$ cat src/hdl/t2cr_pkg.sv
// Notes on behaviour
// - timer steps each or every second machine cycle
// - gated timer counts only while gate high
// - gate pin sampled once per machine cycle
// - counter steps on sampled high-then-low pin
// - counted value lands one machine cycle later
// - rollover to zero sets overflow flag bit 6
// - both flags share one interrupt request
// - input field: stop, timer, counter, gated
// - reload field: off, on overflow, on edge
// - overflow reload replaces zero same cycle
// - trigger edge reloads, flags when enabled
// - enabled interrupt follows external reload flag
// - trigger sampled, reload one cycle after edge
// - compare mode bit selects mode 1 or 0
package t2cr_pkg;

    localparam int ADDR_W = 3;
    localparam int DATA_W = 8;

    // ************************************************
    // register offsets
    // ************************************************
    localparam logic [ADDR_W-1:0] ADDR_CONTROL   = 3'h0;
    localparam logic [ADDR_W-1:0] ADDR_COUNT_LO  = 3'h1;
    localparam logic [ADDR_W-1:0] ADDR_COUNT_HI  = 3'h2;
    localparam logic [ADDR_W-1:0] ADDR_RELOAD_LO = 3'h3;
    localparam logic [ADDR_W-1:0] ADDR_RELOAD_HI = 3'h4;
    localparam logic [ADDR_W-1:0] ADDR_IRQ_CTRL  = 3'h5;
    localparam logic [ADDR_W-1:0] ADDR_IRQ_EN    = 3'h6;

    // ************************************************
    // field positions and values
    // ************************************************
    localparam int BIT_INSEL_LO  = 0;
    localparam int BIT_INSEL_HI  = 1;
    localparam int BIT_CMP_MODE  = 2;
    localparam int BIT_RELSEL_LO = 3;
    localparam int BIT_RELSEL_HI = 4;
    localparam int BIT_PRESCALE  = 7;
    localparam int BIT_OVF_FLAG  = 6;
    localparam int BIT_EXT_FLAG  = 7;
    localparam int BIT_EXT_EN    = 3;
    localparam int BIT_T2_IE     = 5;

    localparam logic [1:0] INSEL_STOP  = 2'h0;
    localparam logic [1:0] INSEL_TIMER = 2'h1;
    localparam logic [1:0] INSEL_COUNT = 2'h2;
    localparam logic [1:0] INSEL_GATED = 2'h3;
    localparam logic [1:0] RELSEL_OVF  = 2'h2;
    localparam logic [1:0] RELSEL_EDGE = 2'h3;

    localparam logic [DATA_W-1:0] CONTROL_MASK  = 8'h9f;
    localparam logic [DATA_W-1:0] CONTROL_RESET = 8'h00;
    localparam logic [DATA_W-1:0] IRQ_EN_RESET  = 8'h00;
    localparam logic [DATA_W-1:0] BYTE_ZERO     = 8'h00;
    localparam logic [15:0]       COUNT_MAX     = 16'hffff;
    localparam logic [15:0]       COUNT_ZERO    = 16'h0000;
    localparam logic [15:0]       COUNT_ONE     = 16'h0001;

    // oscillator periods in one machine cycle
    localparam int OSC_PER_MCYC = 12;

endpackage : t2cr_pkg

$ cat src/hdl/t2cr_timer.sv
`timescale 1ns/1ps
module t2cr_timer #(
    parameter int MCYC_DIV = t2cr_pkg::OSC_PER_MCYC
) (
    input  wire logic                         clk_sys,
    input  wire logic                         rst_n,
    input  wire logic [t2cr_pkg::ADDR_W-1:0]  reg_addr,
    input  wire logic [t2cr_pkg::DATA_W-1:0]  reg_wdata,
    input  wire logic                         reg_wr,
    input  wire logic                         reg_rd,
    output logic      [t2cr_pkg::DATA_W-1:0]  reg_rdata,
    input  wire logic                         ext_count_gate_pin,
    input  wire logic                         reload_trigger_pin,
    output logic                              timer2_irq_req,
    output logic                              compare_mode_out
);
    import t2cr_pkg::*;

    // ************************************************
    // registers and pipeline state
    // ************************************************
    logic [DATA_W-1:0] timer2_control;
    logic [15:0]       count;
    logic [15:0]       reload_value;
    logic              overflow_flag;
    logic              ext_reload_flag;
    logic              ext_reload_enable;
    logic              timer2_int_enable;
    logic [3:0]        div;
    logic              mcyc;
    logic              cg_meta;
    logic              cg_sync;
    logic              cg_smp;
    logic              trig_meta;
    logic              trig_sync;
    logic              trig_smp;
    logic              ps_half;
    logic              cnt_pend;
    logic              rel_pend;
    logic [1:0]        input_select;
    logic [1:0]        reload_select;
    logic              prescale_select;
    logic              gate_open;
    logic              timer_step;
    logic              step;
    logic              wrap;
    logic              cnt_edge;
    logic              trig_edge;
    logic              edge_reload;
    logic              wr_count_lo;
    logic              wr_count_hi;
    logic              set_ovf;
    logic              set_exf;
    logic [15:0]       next_count;

    localparam logic [3:0] DIV_LAST = 4'(MCYC_DIV - 1);

    function automatic logic [DATA_W-1:0] byte_of(input logic [15:0] w, input logic hi);
        byte_of = hi ? w[15:8] : w[7:0];
    endfunction : byte_of

    assign input_select    = {timer2_control[BIT_INSEL_HI], timer2_control[BIT_INSEL_LO]};
    assign reload_select   = {timer2_control[BIT_RELSEL_HI], timer2_control[BIT_RELSEL_LO]};
    assign prescale_select = timer2_control[BIT_PRESCALE];
    assign compare_mode_out = timer2_control[BIT_CMP_MODE];

    assign wr_count_lo = reg_wr && (reg_addr == ADDR_COUNT_LO);
    assign wr_count_hi = reg_wr && (reg_addr == ADDR_COUNT_HI);

    // ************************************************
    // machine cycle divider
    // ************************************************
    always_ff @(posedge clk_sys or negedge rst_n) begin
        if (!rst_n) begin
            div <= 4'h0;
        end else if (div == DIV_LAST) begin
            div <= 4'h0;
        end else begin
            div <= div + 4'h1;
        end
    end

    assign mcyc = (div == DIV_LAST);

    // ************************************************
    // pin synchronisers and machine cycle samples
    // ************************************************
    always_ff @(posedge clk_sys or negedge rst_n) begin
        if (!rst_n) begin
            cg_meta   <= 1'b0;
            cg_sync   <= 1'b0;
            trig_meta <= 1'b0;
            trig_sync <= 1'b0;
        end else begin
            cg_meta   <= ext_count_gate_pin;
            cg_sync   <= cg_meta;
            trig_meta <= reload_trigger_pin;
            trig_sync <= trig_meta;
        end
    end

    always_ff @(posedge clk_sys or negedge rst_n) begin
        if (!rst_n) begin
            cg_smp   <= 1'b0;
            trig_smp <= 1'b0;
        end else if (mcyc) begin
            cg_smp   <= cg_sync;
            trig_smp <= trig_sync;
        end
    end

    assign cnt_edge  = mcyc && cg_smp && !cg_sync && (input_select == INSEL_COUNT);
    assign trig_edge = mcyc && trig_smp && !trig_sync && (reload_select == RELSEL_EDGE);

    // ************************************************
    // count rate
    // ************************************************
    // gate opens internal clock
    assign gate_open = (input_select == INSEL_TIMER)
                    || ((input_select == INSEL_GATED) && cg_sync);

    // prescaler phase only advances on gated-through cycles
    always_ff @(posedge clk_sys or negedge rst_n) begin
        if (!rst_n) begin
            ps_half <= 1'b0;
        end else if (mcyc && gate_open) begin
            ps_half <= !ps_half;
        end
    end

    assign timer_step = mcyc && gate_open && (!prescale_select || ps_half);

    // count one machine cycle after detection
    always_ff @(posedge clk_sys or negedge rst_n) begin
        if (!rst_n) begin
            cnt_pend <= 1'b0;
        end else if (mcyc) begin
            cnt_pend <= cnt_edge;
        end
    end

    // reload one machine cycle after detection
    always_ff @(posedge clk_sys or negedge rst_n) begin
        if (!rst_n) begin
            rel_pend <= 1'b0;
        end else if (mcyc) begin
            rel_pend <= trig_edge;
        end
    end

    assign step        = timer_step
                      || (mcyc && cnt_pend && (input_select == INSEL_COUNT));
    assign wrap        = step && (count == COUNT_MAX);
    assign edge_reload = mcyc && rel_pend;

    // ************************************************
    // counter update
    // ************************************************
    always_comb begin
        next_count = count;
        if (edge_reload) begin
            next_count = reload_value;
        end else if (wrap) begin
            next_count = (reload_select == RELSEL_OVF) ? reload_value : COUNT_ZERO;
        end else if (step) begin
            next_count = count + COUNT_ONE;
        end
        if (wr_count_lo) begin
            next_count[7:0] = reg_wdata;
        end
        if (wr_count_hi) begin
            next_count[15:8] = reg_wdata;
        end
    end

    always_ff @(posedge clk_sys or negedge rst_n) begin
        if (!rst_n) begin
            count <= COUNT_ZERO;
        end else begin
            count <= next_count;
        end
    end

    // ************************************************
    // flags and request
    // ************************************************
    // rollover sets overflow flag
    assign set_ovf = wrap;
    assign set_exf = edge_reload && ext_reload_enable;

    // software clears, a same-cycle set wins
    always_ff @(posedge clk_sys or negedge rst_n) begin
        if (!rst_n) begin
            overflow_flag   <= 1'b0;
            ext_reload_flag <= 1'b0;
        end else begin
            if (set_ovf) begin
                overflow_flag <= 1'b1;
            end else if (reg_wr && (reg_addr == ADDR_IRQ_CTRL)) begin
                overflow_flag <= reg_wdata[BIT_OVF_FLAG];
            end
            if (set_exf) begin
                ext_reload_flag <= 1'b1;
            end else if (reg_wr && (reg_addr == ADDR_IRQ_CTRL)) begin
                ext_reload_flag <= reg_wdata[BIT_EXT_FLAG];
            end
        end
    end

    assign timer2_irq_req = timer2_int_enable && (overflow_flag || ext_reload_flag);

    // ************************************************
    // register bus
    // ************************************************
    always_ff @(posedge clk_sys or negedge rst_n) begin
        if (!rst_n) begin
            timer2_control    <= CONTROL_RESET;
            reload_value      <= COUNT_ZERO;
            ext_reload_enable <= IRQ_EN_RESET[BIT_EXT_EN];
            timer2_int_enable <= IRQ_EN_RESET[BIT_T2_IE];
        end else if (reg_wr) begin
            if (reg_addr == ADDR_CONTROL) begin
                timer2_control <= reg_wdata & CONTROL_MASK;
            end else if (reg_addr == ADDR_RELOAD_LO) begin
                reload_value[7:0] <= reg_wdata;
            end else if (reg_addr == ADDR_RELOAD_HI) begin
                reload_value[15:8] <= reg_wdata;
            end else if (reg_addr == ADDR_IRQ_EN) begin
                ext_reload_enable <= reg_wdata[BIT_EXT_EN];
                timer2_int_enable <= reg_wdata[BIT_T2_IE];
            end
        end
    end

    always_ff @(posedge clk_sys or negedge rst_n) begin
        if (!rst_n) begin
            reg_rdata <= BYTE_ZERO;
        end else if (reg_rd) begin
            if (reg_addr == ADDR_CONTROL) begin
                reg_rdata <= timer2_control;
            end else if (reg_addr == ADDR_COUNT_LO) begin
                reg_rdata <= byte_of(count, 1'b0);
            end else if (reg_addr == ADDR_COUNT_HI) begin
                reg_rdata <= byte_of(count, 1'b1);
            end else if (reg_addr == ADDR_RELOAD_LO) begin
                reg_rdata <= byte_of(reload_value, 1'b0);
            end else if (reg_addr == ADDR_RELOAD_HI) begin
                reg_rdata <= byte_of(reload_value, 1'b1);
            end else if (reg_addr == ADDR_IRQ_CTRL) begin
                reg_rdata <= ({7'h00, overflow_flag} << BIT_OVF_FLAG)
                           | ({7'h00, ext_reload_flag} << BIT_EXT_FLAG);
            end else if (reg_addr == ADDR_IRQ_EN) begin
                reg_rdata <= ({7'h00, ext_reload_enable} << BIT_EXT_EN)
                           | ({7'h00, timer2_int_enable} << BIT_T2_IE);
            end else begin
                reg_rdata <= BYTE_ZERO;
            end
        end else begin
            reg_rdata <= BYTE_ZERO;
        end
    end

    logic quiet;
    assign quiet = !wr_count_lo && !wr_count_hi && !edge_reload;
endmodule : t2cr_timer

$ cat config.mk
export PLATFORM = sky130hd
export DESIGN_NAME = t2cr_timer
export DESIGN_NICKNAME = d
export VERILOG_FILES = /design/src/hdl/t2cr_pkg.sv /design/src/hdl/t2cr_timer.sv
export SDC_FILE = /design/constraint.sdc
export NUM_CORES = 1
export LEC_CHECK = 0
export ABC_AREA = 1
export BUFFER_PORTS_ARGS = -buffer_cell sky130_fd_sc_hd__buf_2
export CAP_MARGIN = 15
export CORE_MARGIN = 2
export CORE_UTILIZATION = 50
export CTS_BUF_LIST = sky130_fd_sc_hd__clkbuf_8
export DETAILED_ROUTE_END_ITERATION = 6
export PLACE_DENSITY = 0.73
export SYNTH_ARGS = -nofsm -noshare
export SYNTH_HDL_FRONTEND = slang
export SYNTH_SLANG_ARGS = --single-unit
$ cat constraint.sdc
create_clock -name clk_sys -period 2.35 [get_ports clk_sys]
set_input_delay 0.47 -clock clk_sys [delete_from_list [all_inputs] [get_ports clk_sys]]
set_output_delay 0.47 -clock clk_sys [all_outputs]
set_load 0.01 [all_outputs]
---- After elaboration in Yosys (flattened, before gate mapping) ----
Index checks and enable logic that the tools add are counted.
operators by class
  multiply operators ...................... 0
  equality and inequality tests ........... 13
  div/mod/pow operators ................... 0
  bitwise logic cells ..................... 5
  multiplexer cells ....................... 19
  order comparisons ....................... 0
  $add $sub $neg .......................... 2
  reduce and logical (&&, ||, !) cells .... 35
  shifts and indexed selects .............. 0
operators with widths
  cell                                                              count
  8-bit 2-to-1 mux                                                  9
  16-bit 2-to-1 mux                                                 4
  1-bit logical AND                                                 18
  16-bit by 1-bit adder with 16-bit output (second input constant)  1
  16-bit == test (second input constant)                            1
  3-bit == test (second input constant)                             3
  2-bit == test (second input constant)                             4
  7-bit by 8-bit OR with 8-bit output                               1
  4-bit nonzero test                                                2
  3-bit by 2-bit == test with 1-bit output (second input constant)  2
  6-bit 2-to-1 mux                                                  1
  4-bit by 6-bit OR with 6-bit output                               1
  5-bit AND reduction                                               1
  4-bit by 1-bit adder with 4-bit output (second input constant)    1
  4-bit == test (second input constant)                             1
  1-bit logical NOT                                                 4
  1-bit logical OR                                                  4
  1-bit 2-to-1 mux                                                  4
  4-bit 2-to-1 mux                                                  1
  4-bit AND reduction                                               1
  2-bit nonzero test                                                2
  3-bit by 1-bit == test with 1-bit output (second input constant)  1
  3-bit logical NOT                                                 1
  1-bit NOT                                                         3
  other kinds (3)                                                   3
storage, ports and cells
  input bits .............................. 17
  bits in registers ....................... 63
  logic and storage cells ................. 94
  memory bits (writable) .................. 0
  latch bits .............................. 0
  output and inout bits ................... 10
  memories kept ........................... 0
  memory bits (read-only) ................. 0

---- Logic depth before layout (Yosys ltp) ----
  depth after elaboration ................. 10
  depth in mapped cells ................... 12
  gate-level depth less buffers ........... 11

---- Least setup slack after synthesis ----
Ideal clock, no wire load.
  kind .................................... reg2reg
  from .................................... reg div[0]
  to ...................................... reg count[3]
  required time ........................... 2.234 ns
  path buffers ............................ 1
  setup slack ............................. 0.755 ns
  data arrival time ....................... 1.479 ns
  cell stages (with the launch flop) ...... 13
  setup time .............................. 0.116 ns
  period minus slack after synthesis ...... 1.595 ns
  cell sequence ........................... dfrtp_1 ha_1 nand2_2 nor2_8 nand3_1 nand2_2 nand2_4 nand2_4 buf_12 nand3_1 nand3_1 nand2_1 nand2_1
between the ends
  word-level cells in the longest chain between the ends .. 8
  elaborated cells between the ends (all ways) .. 12
  those cells by class .................... eq/ne: 1; mux: 3; reduce/logical: 8
ends and longest elaborated chain
  item                                               RTL line                              text
  start, declared                                    t2cr_timer.sv:29                      logic [3:0] div;
  start signal, assigned                             t2cr_timer.sv:79                      div <= div + 4'h1;
  4-bit == test *                                    t2cr_timer.sv:83                      assign mcyc = (div == DIV_LAST);
  1-bit logical AND (on tied branches) (2 in a row)  t2cr_timer.sv:131, t2cr_timer.sv:152
  1-bit logical OR                                   t2cr_timer.sv:152                     || (mcyc && cnt_pend && (input_select == INSEL_COUNT));
  1-bit logical AND                                  t2cr_timer.sv:153                     assign wrap = step && (count == COUNT_MAX);
  16-bit 2-to-1 mux                                  t2cr_timer.sv:163                     end else if (wrap) begin
  16-bit 2-to-1 mux                                  t2cr_timer.sv:161                     if (edge_reload) begin
  8-bit 2-to-1 mux                                   t2cr_timer.sv:168                     if (wr_count_lo) begin
  end signal, assigned                               t2cr_timer.sv:180                     count <= next_count;
  end, declared                                      t2cr_timer.sv:23                      logic [15:0] count;
Every way passes the cells marked *; elsewhere a longest branch is shown, timed or not.
A chain may end at the register's enable or synchronous reset.

---- Worst setup path in the final report ----
  from .................................... reg div[0]
  to ...................................... reg count[7]
Same word-level chain as after synthesis.

==> impl_results.md <==
- Number of global-route vias before repair: 3141
- Area of the die: 0.00788 sq mm
- Total clock buffers created by CTS: 9
- Net count reported at finish: 509
- Drc violations: 0
- Capture point of the critical path: count[7]
- Launching point of the worst reg2reg path: div[0]
- Final weighted congestion of routability-driven global placement: 0.954
- Avg WL per Cell: 16.5 microns
- Area of the mapped netlist: 0.00359 sq mm
- Ys Warns: 0
- Wire length after detailed routing: 9780 microns
- Count of flip-flops with a built-in enable after synthesis: 0
- Fraction of layout cells with a size suffix above 1: 17.4%
- Number of placed instances with taps included: 575
- Top fanout value on the critical path: 19
- Hold Violations, Final: 0
- Effective utilization at floorplan: 52.3%
- Count of inserted antenna diode cells: 0
- Initial DRT Pass Iterations: 5
- Met2 wire length: 4390 microns
- R2r endpoint: count[7]
- First-pass GRT wire length: 16200 microns
- GRT overflow: 0
- Longest Clk Path Bufs: 2
- Buffers and inverters on the worst path: 0
- Accumulated negative setup slack: 0 ps
- Setup slack of the worst register-to-register path: 380 ps
- Kind of critical path: reg2reg
- Detail Placement HPWL: 7400 microns
- Level count of the clock H-tree: 3
- Maximum number of pins on one net before global-route repair: 42
- Worst path setup slack after routing: 383 ps
- Data arrival time of the critical path: 2210 ps
- Cell Pwr Density: 890 mW/mm^2
- Worst slack, placed: 424 ps
- Count of unique library cells instantiated by Yosys: 35
- Minimum clock period after layout: 1970 ps
- Number of buffers added to fix hold violations after cts: 0
- Slowest-stage cell, CP: sky130_fd_sc_hd__dfrtp_1
- Number of failing setup endpoints in the final timing report: 0
- Class of the tightest hold or removal check: in2async
- Average vias per placed instance: 5.56
- Placeable core region: 0.00687 sq mm
- Async SR Flop Fraction: 100%
- Required time worst endpoint: 2590 ps
- Worst slew margin relative to its limit: 62.1%
- Most instantiated flip-flop cell in the synthesis netlist: sky130_fd_sc_hd__dfrtp_1
- Clock tree from TritonCTS: yes
- Gr usage total: 27.9%
- Worst clock skew: 9.53 ps
- Startpoint of the most critical setup path: div[0]
- Final instance count without filler cells: 591
- Clock tree root driver cell: sky130_fd_sc_hd__clkbuf_8
- Postcts setup bufs: 0
- Max-cap viol count: 0
- Post-DRT Antenna Nets: 0
- Sequential area share after synthesis: 43.9%
- Buffers on Ports: 26
- Number of stages on the worst setup path: 9
- Unrepaired setup endpoints after global routing: no
- Upper clock frequency limit: 508 MHz
- Share of the clock period used by the worst path after layout: 83.7%
- Final-layout worst hold slack: 103 ps
- Horizontal die dimension: 88.8 microns
- Clk slew on worst S/H paths: 80 ps
- Core utilization of the finished layout: 58.6%
- Syn_nets: 480
- Num ports: 27
- Status: finished clean
- Count of pins over their slew limit: 0
- Clock latency on the worst-skew pair: 350 ps
- Count of state elements after synthesis: 63
- Total clock sinks: 63
- Average instance area after synthesis: 7.79 sq um
- Category of the worst setup path launch point: register
- Initial antenna violation count: 0
- Worst Reg-to-Reg Cells: 9
- Critical path's top delay family: simple AND/OR/NAND/NOR gates
- Routed metal-1 wire length: 4270 microns
- Slew at the pin with the worst max-slew slack: 569 ps
- Row count: 30
- Synthesized instance count: 461
- Static leakage: 2.08 nW
- Critical Path End Type: register
- Area delta synth->final: 12.0%
- Worst vdd rail ir drop: 0.000467 V
- Max layer used: met4
- Critical Path, Cell by Cell: ha_1, nand2_2, nor2_8, nand2_4, nand2_1, nand3_1, nand3_1, nand2_1, nand2_1
- Delay of the slowest cell on the worst path: 400 ps
- Most repeated library cell on the critical path: sky130_fd_sc_hd__nand2_1
- Met3 WL post-DR: 797 microns
- Floorplan die height: 88.8 microns
- Total vias in the final route: 3288
- Number of design-rule violations left by the first detailed-router iteration: 421
- Post_cts resized: 0
## layer usage
| layer | vias to the layer above | global-route usage [%] |
|---|---|---|
| met4 | 0 | 11.4 |
| met1 | 1545 | 40.2 |
| li1 | 1573 | - |
| met5 | - | 0 |
| met3 | 26 | 4.29 |
| met2 | 144 | 41.9 |
## metrics by stage
stage	cell area (sq um)	power [mW]
after floorplan	3590	2.16
after global placement	3800	2.47
after detailed placement	3800	2.48
after CTS	4030	3.57
after global routing	4030	3.79
final	4030	3.58
## registers in the layout, indices dropped and copies added, names as in the netlist, 4 cells and up
register and count:
count 16, reg_rdata 8, timer2_control 6, reload_value 16, div 4
## area by class of cell
type / instances / area [sq um]
fill: 633 / 2840
multi-input combinational: 334 / 1750
sequential: 63 / 1580
inverter: 55 / 206
timing repair buffer: 27 / 150
clock buffer: 10 / 138
tap: 96 / 120
clock inverter: 6 / 90.1
## worst reg2reg max path: stages, from the launching register on
cell and delay, ps:
sky130_fd_sc_hd__dfrtp_1 400, sky130_fd_sc_hd__ha_1 240, sky130_fd_sc_hd__nand2_2 130, sky130_fd_sc_hd__nor2_8 60, sky130_fd_sc_hd__nand2_4 210, sky130_fd_sc_hd__nand2_1 370, sky130_fd_sc_hd__nand3_1 240, sky130_fd_sc_hd__nand3_1 100
sky130_fd_sc_hd__nand2_1 70, sky130_fd_sc_hd__nand2_1 40
## cell usage in the layout (no fill, tap or decap), drive strengths merged, types with 2 or more instances in the layout
master and instances:
nand2 139, or2 2, o21ai 56, a31oi 2, xor2 5, nor3 2
buf 27, a22oi 6, inv 57, o21a 2, nor2 25, bufinv 2
clkbuf 10, o211ai 3, a21oi 12, dfrtp 63, nand3b 2, ha 2
nand4 5, nand3 62, xnor2 5
## worst min path at each step
stage	from	endpoint	slack, ps
2_1_floorplan	rst_n	cg_meta	170
3_3_place_gp	trig_meta	trig_sync	330
3_5_place_dp	trig_meta	trig_sync	340
4_1_cts	rst_n	div[2]	110
5_1_grt	rst_n	div[1]	140
6_report	rst_n	div[2]	100
## logic make-up (layout without fill, tap and decap cells)
| kind of cell | after synthesis | after routing | synth area share, % |
|---|---|---|---|
| xor gates and xnor gates | 10 | 10 | 2.44 |
| muxes | 1 | 1 | 0.279 |
| and+or+nand+nor | 237 | 237 | 32.3 |
| buffers and inverters | 64 | 98 | 7.56 |
| AOI/OAI and AO/OA | 84 | 84 | 12.8 |
| DFF | 63 | 63 | 43.9 |
| adders and majority gates | 2 | 2 | 0.696 |
## cells in the mapped netlist (4+ instances only)
cell type | count | share of area (%)
sky130_fd_sc_hd__xor2_1 | 5 | 1.2
sky130_fd_sc_hd__o21ai_1 | 31 | 4.3
sky130_fd_sc_hd__inv_1 | 44 | 4.6
sky130_fd_sc_hd__inv_2 | 11 | 1.1
sky130_fd_sc_hd__xnor2_1 | 5 | 1.2
sky130_fd_sc_hd__buf_2 | 6 | 0.84
sky130_fd_sc_hd__nand3_2 | 4 | 1.1
sky130_fd_sc_hd__dfrtp_1 | 63 | 44
sky130_fd_sc_hd__a22oi_1 | 6 | 1.3
sky130_fd_sc_hd__nand3_1 | 58 | 8.1
sky130_fd_sc_hd__nand2_1 | 124 | 13
sky130_fd_sc_hd__nand2_4 | 5 | 1.6
sky130_fd_sc_hd__a21oi_1 | 12 | 1.7
sky130_fd_sc_hd__nand4_1 | 5 | 0.87
sky130_fd_sc_hd__nor2_4 | 7 | 2.2
sky130_fd_sc_hd__nor2_1 | 15 | 1.6
sky130_fd_sc_hd__o21ai_0 | 25 | 3.5
sky130_fd_sc_hd__nand2_2 | 10 | 1.7
## power by group
| group | leakage [nW] | switching, mW | internal [mW] |
|---|---|---|---|
| logic | 1.17 | 0.497 | 0.346 |
| registers | 0.796 | 0.343 | 1.31 |
| clock network | 0.113 | 0.452 | 0.631 |
| total | 2.08 | 1.29 | 2.29 |
No activity file was read; power rests on OpenSTA's default activity.
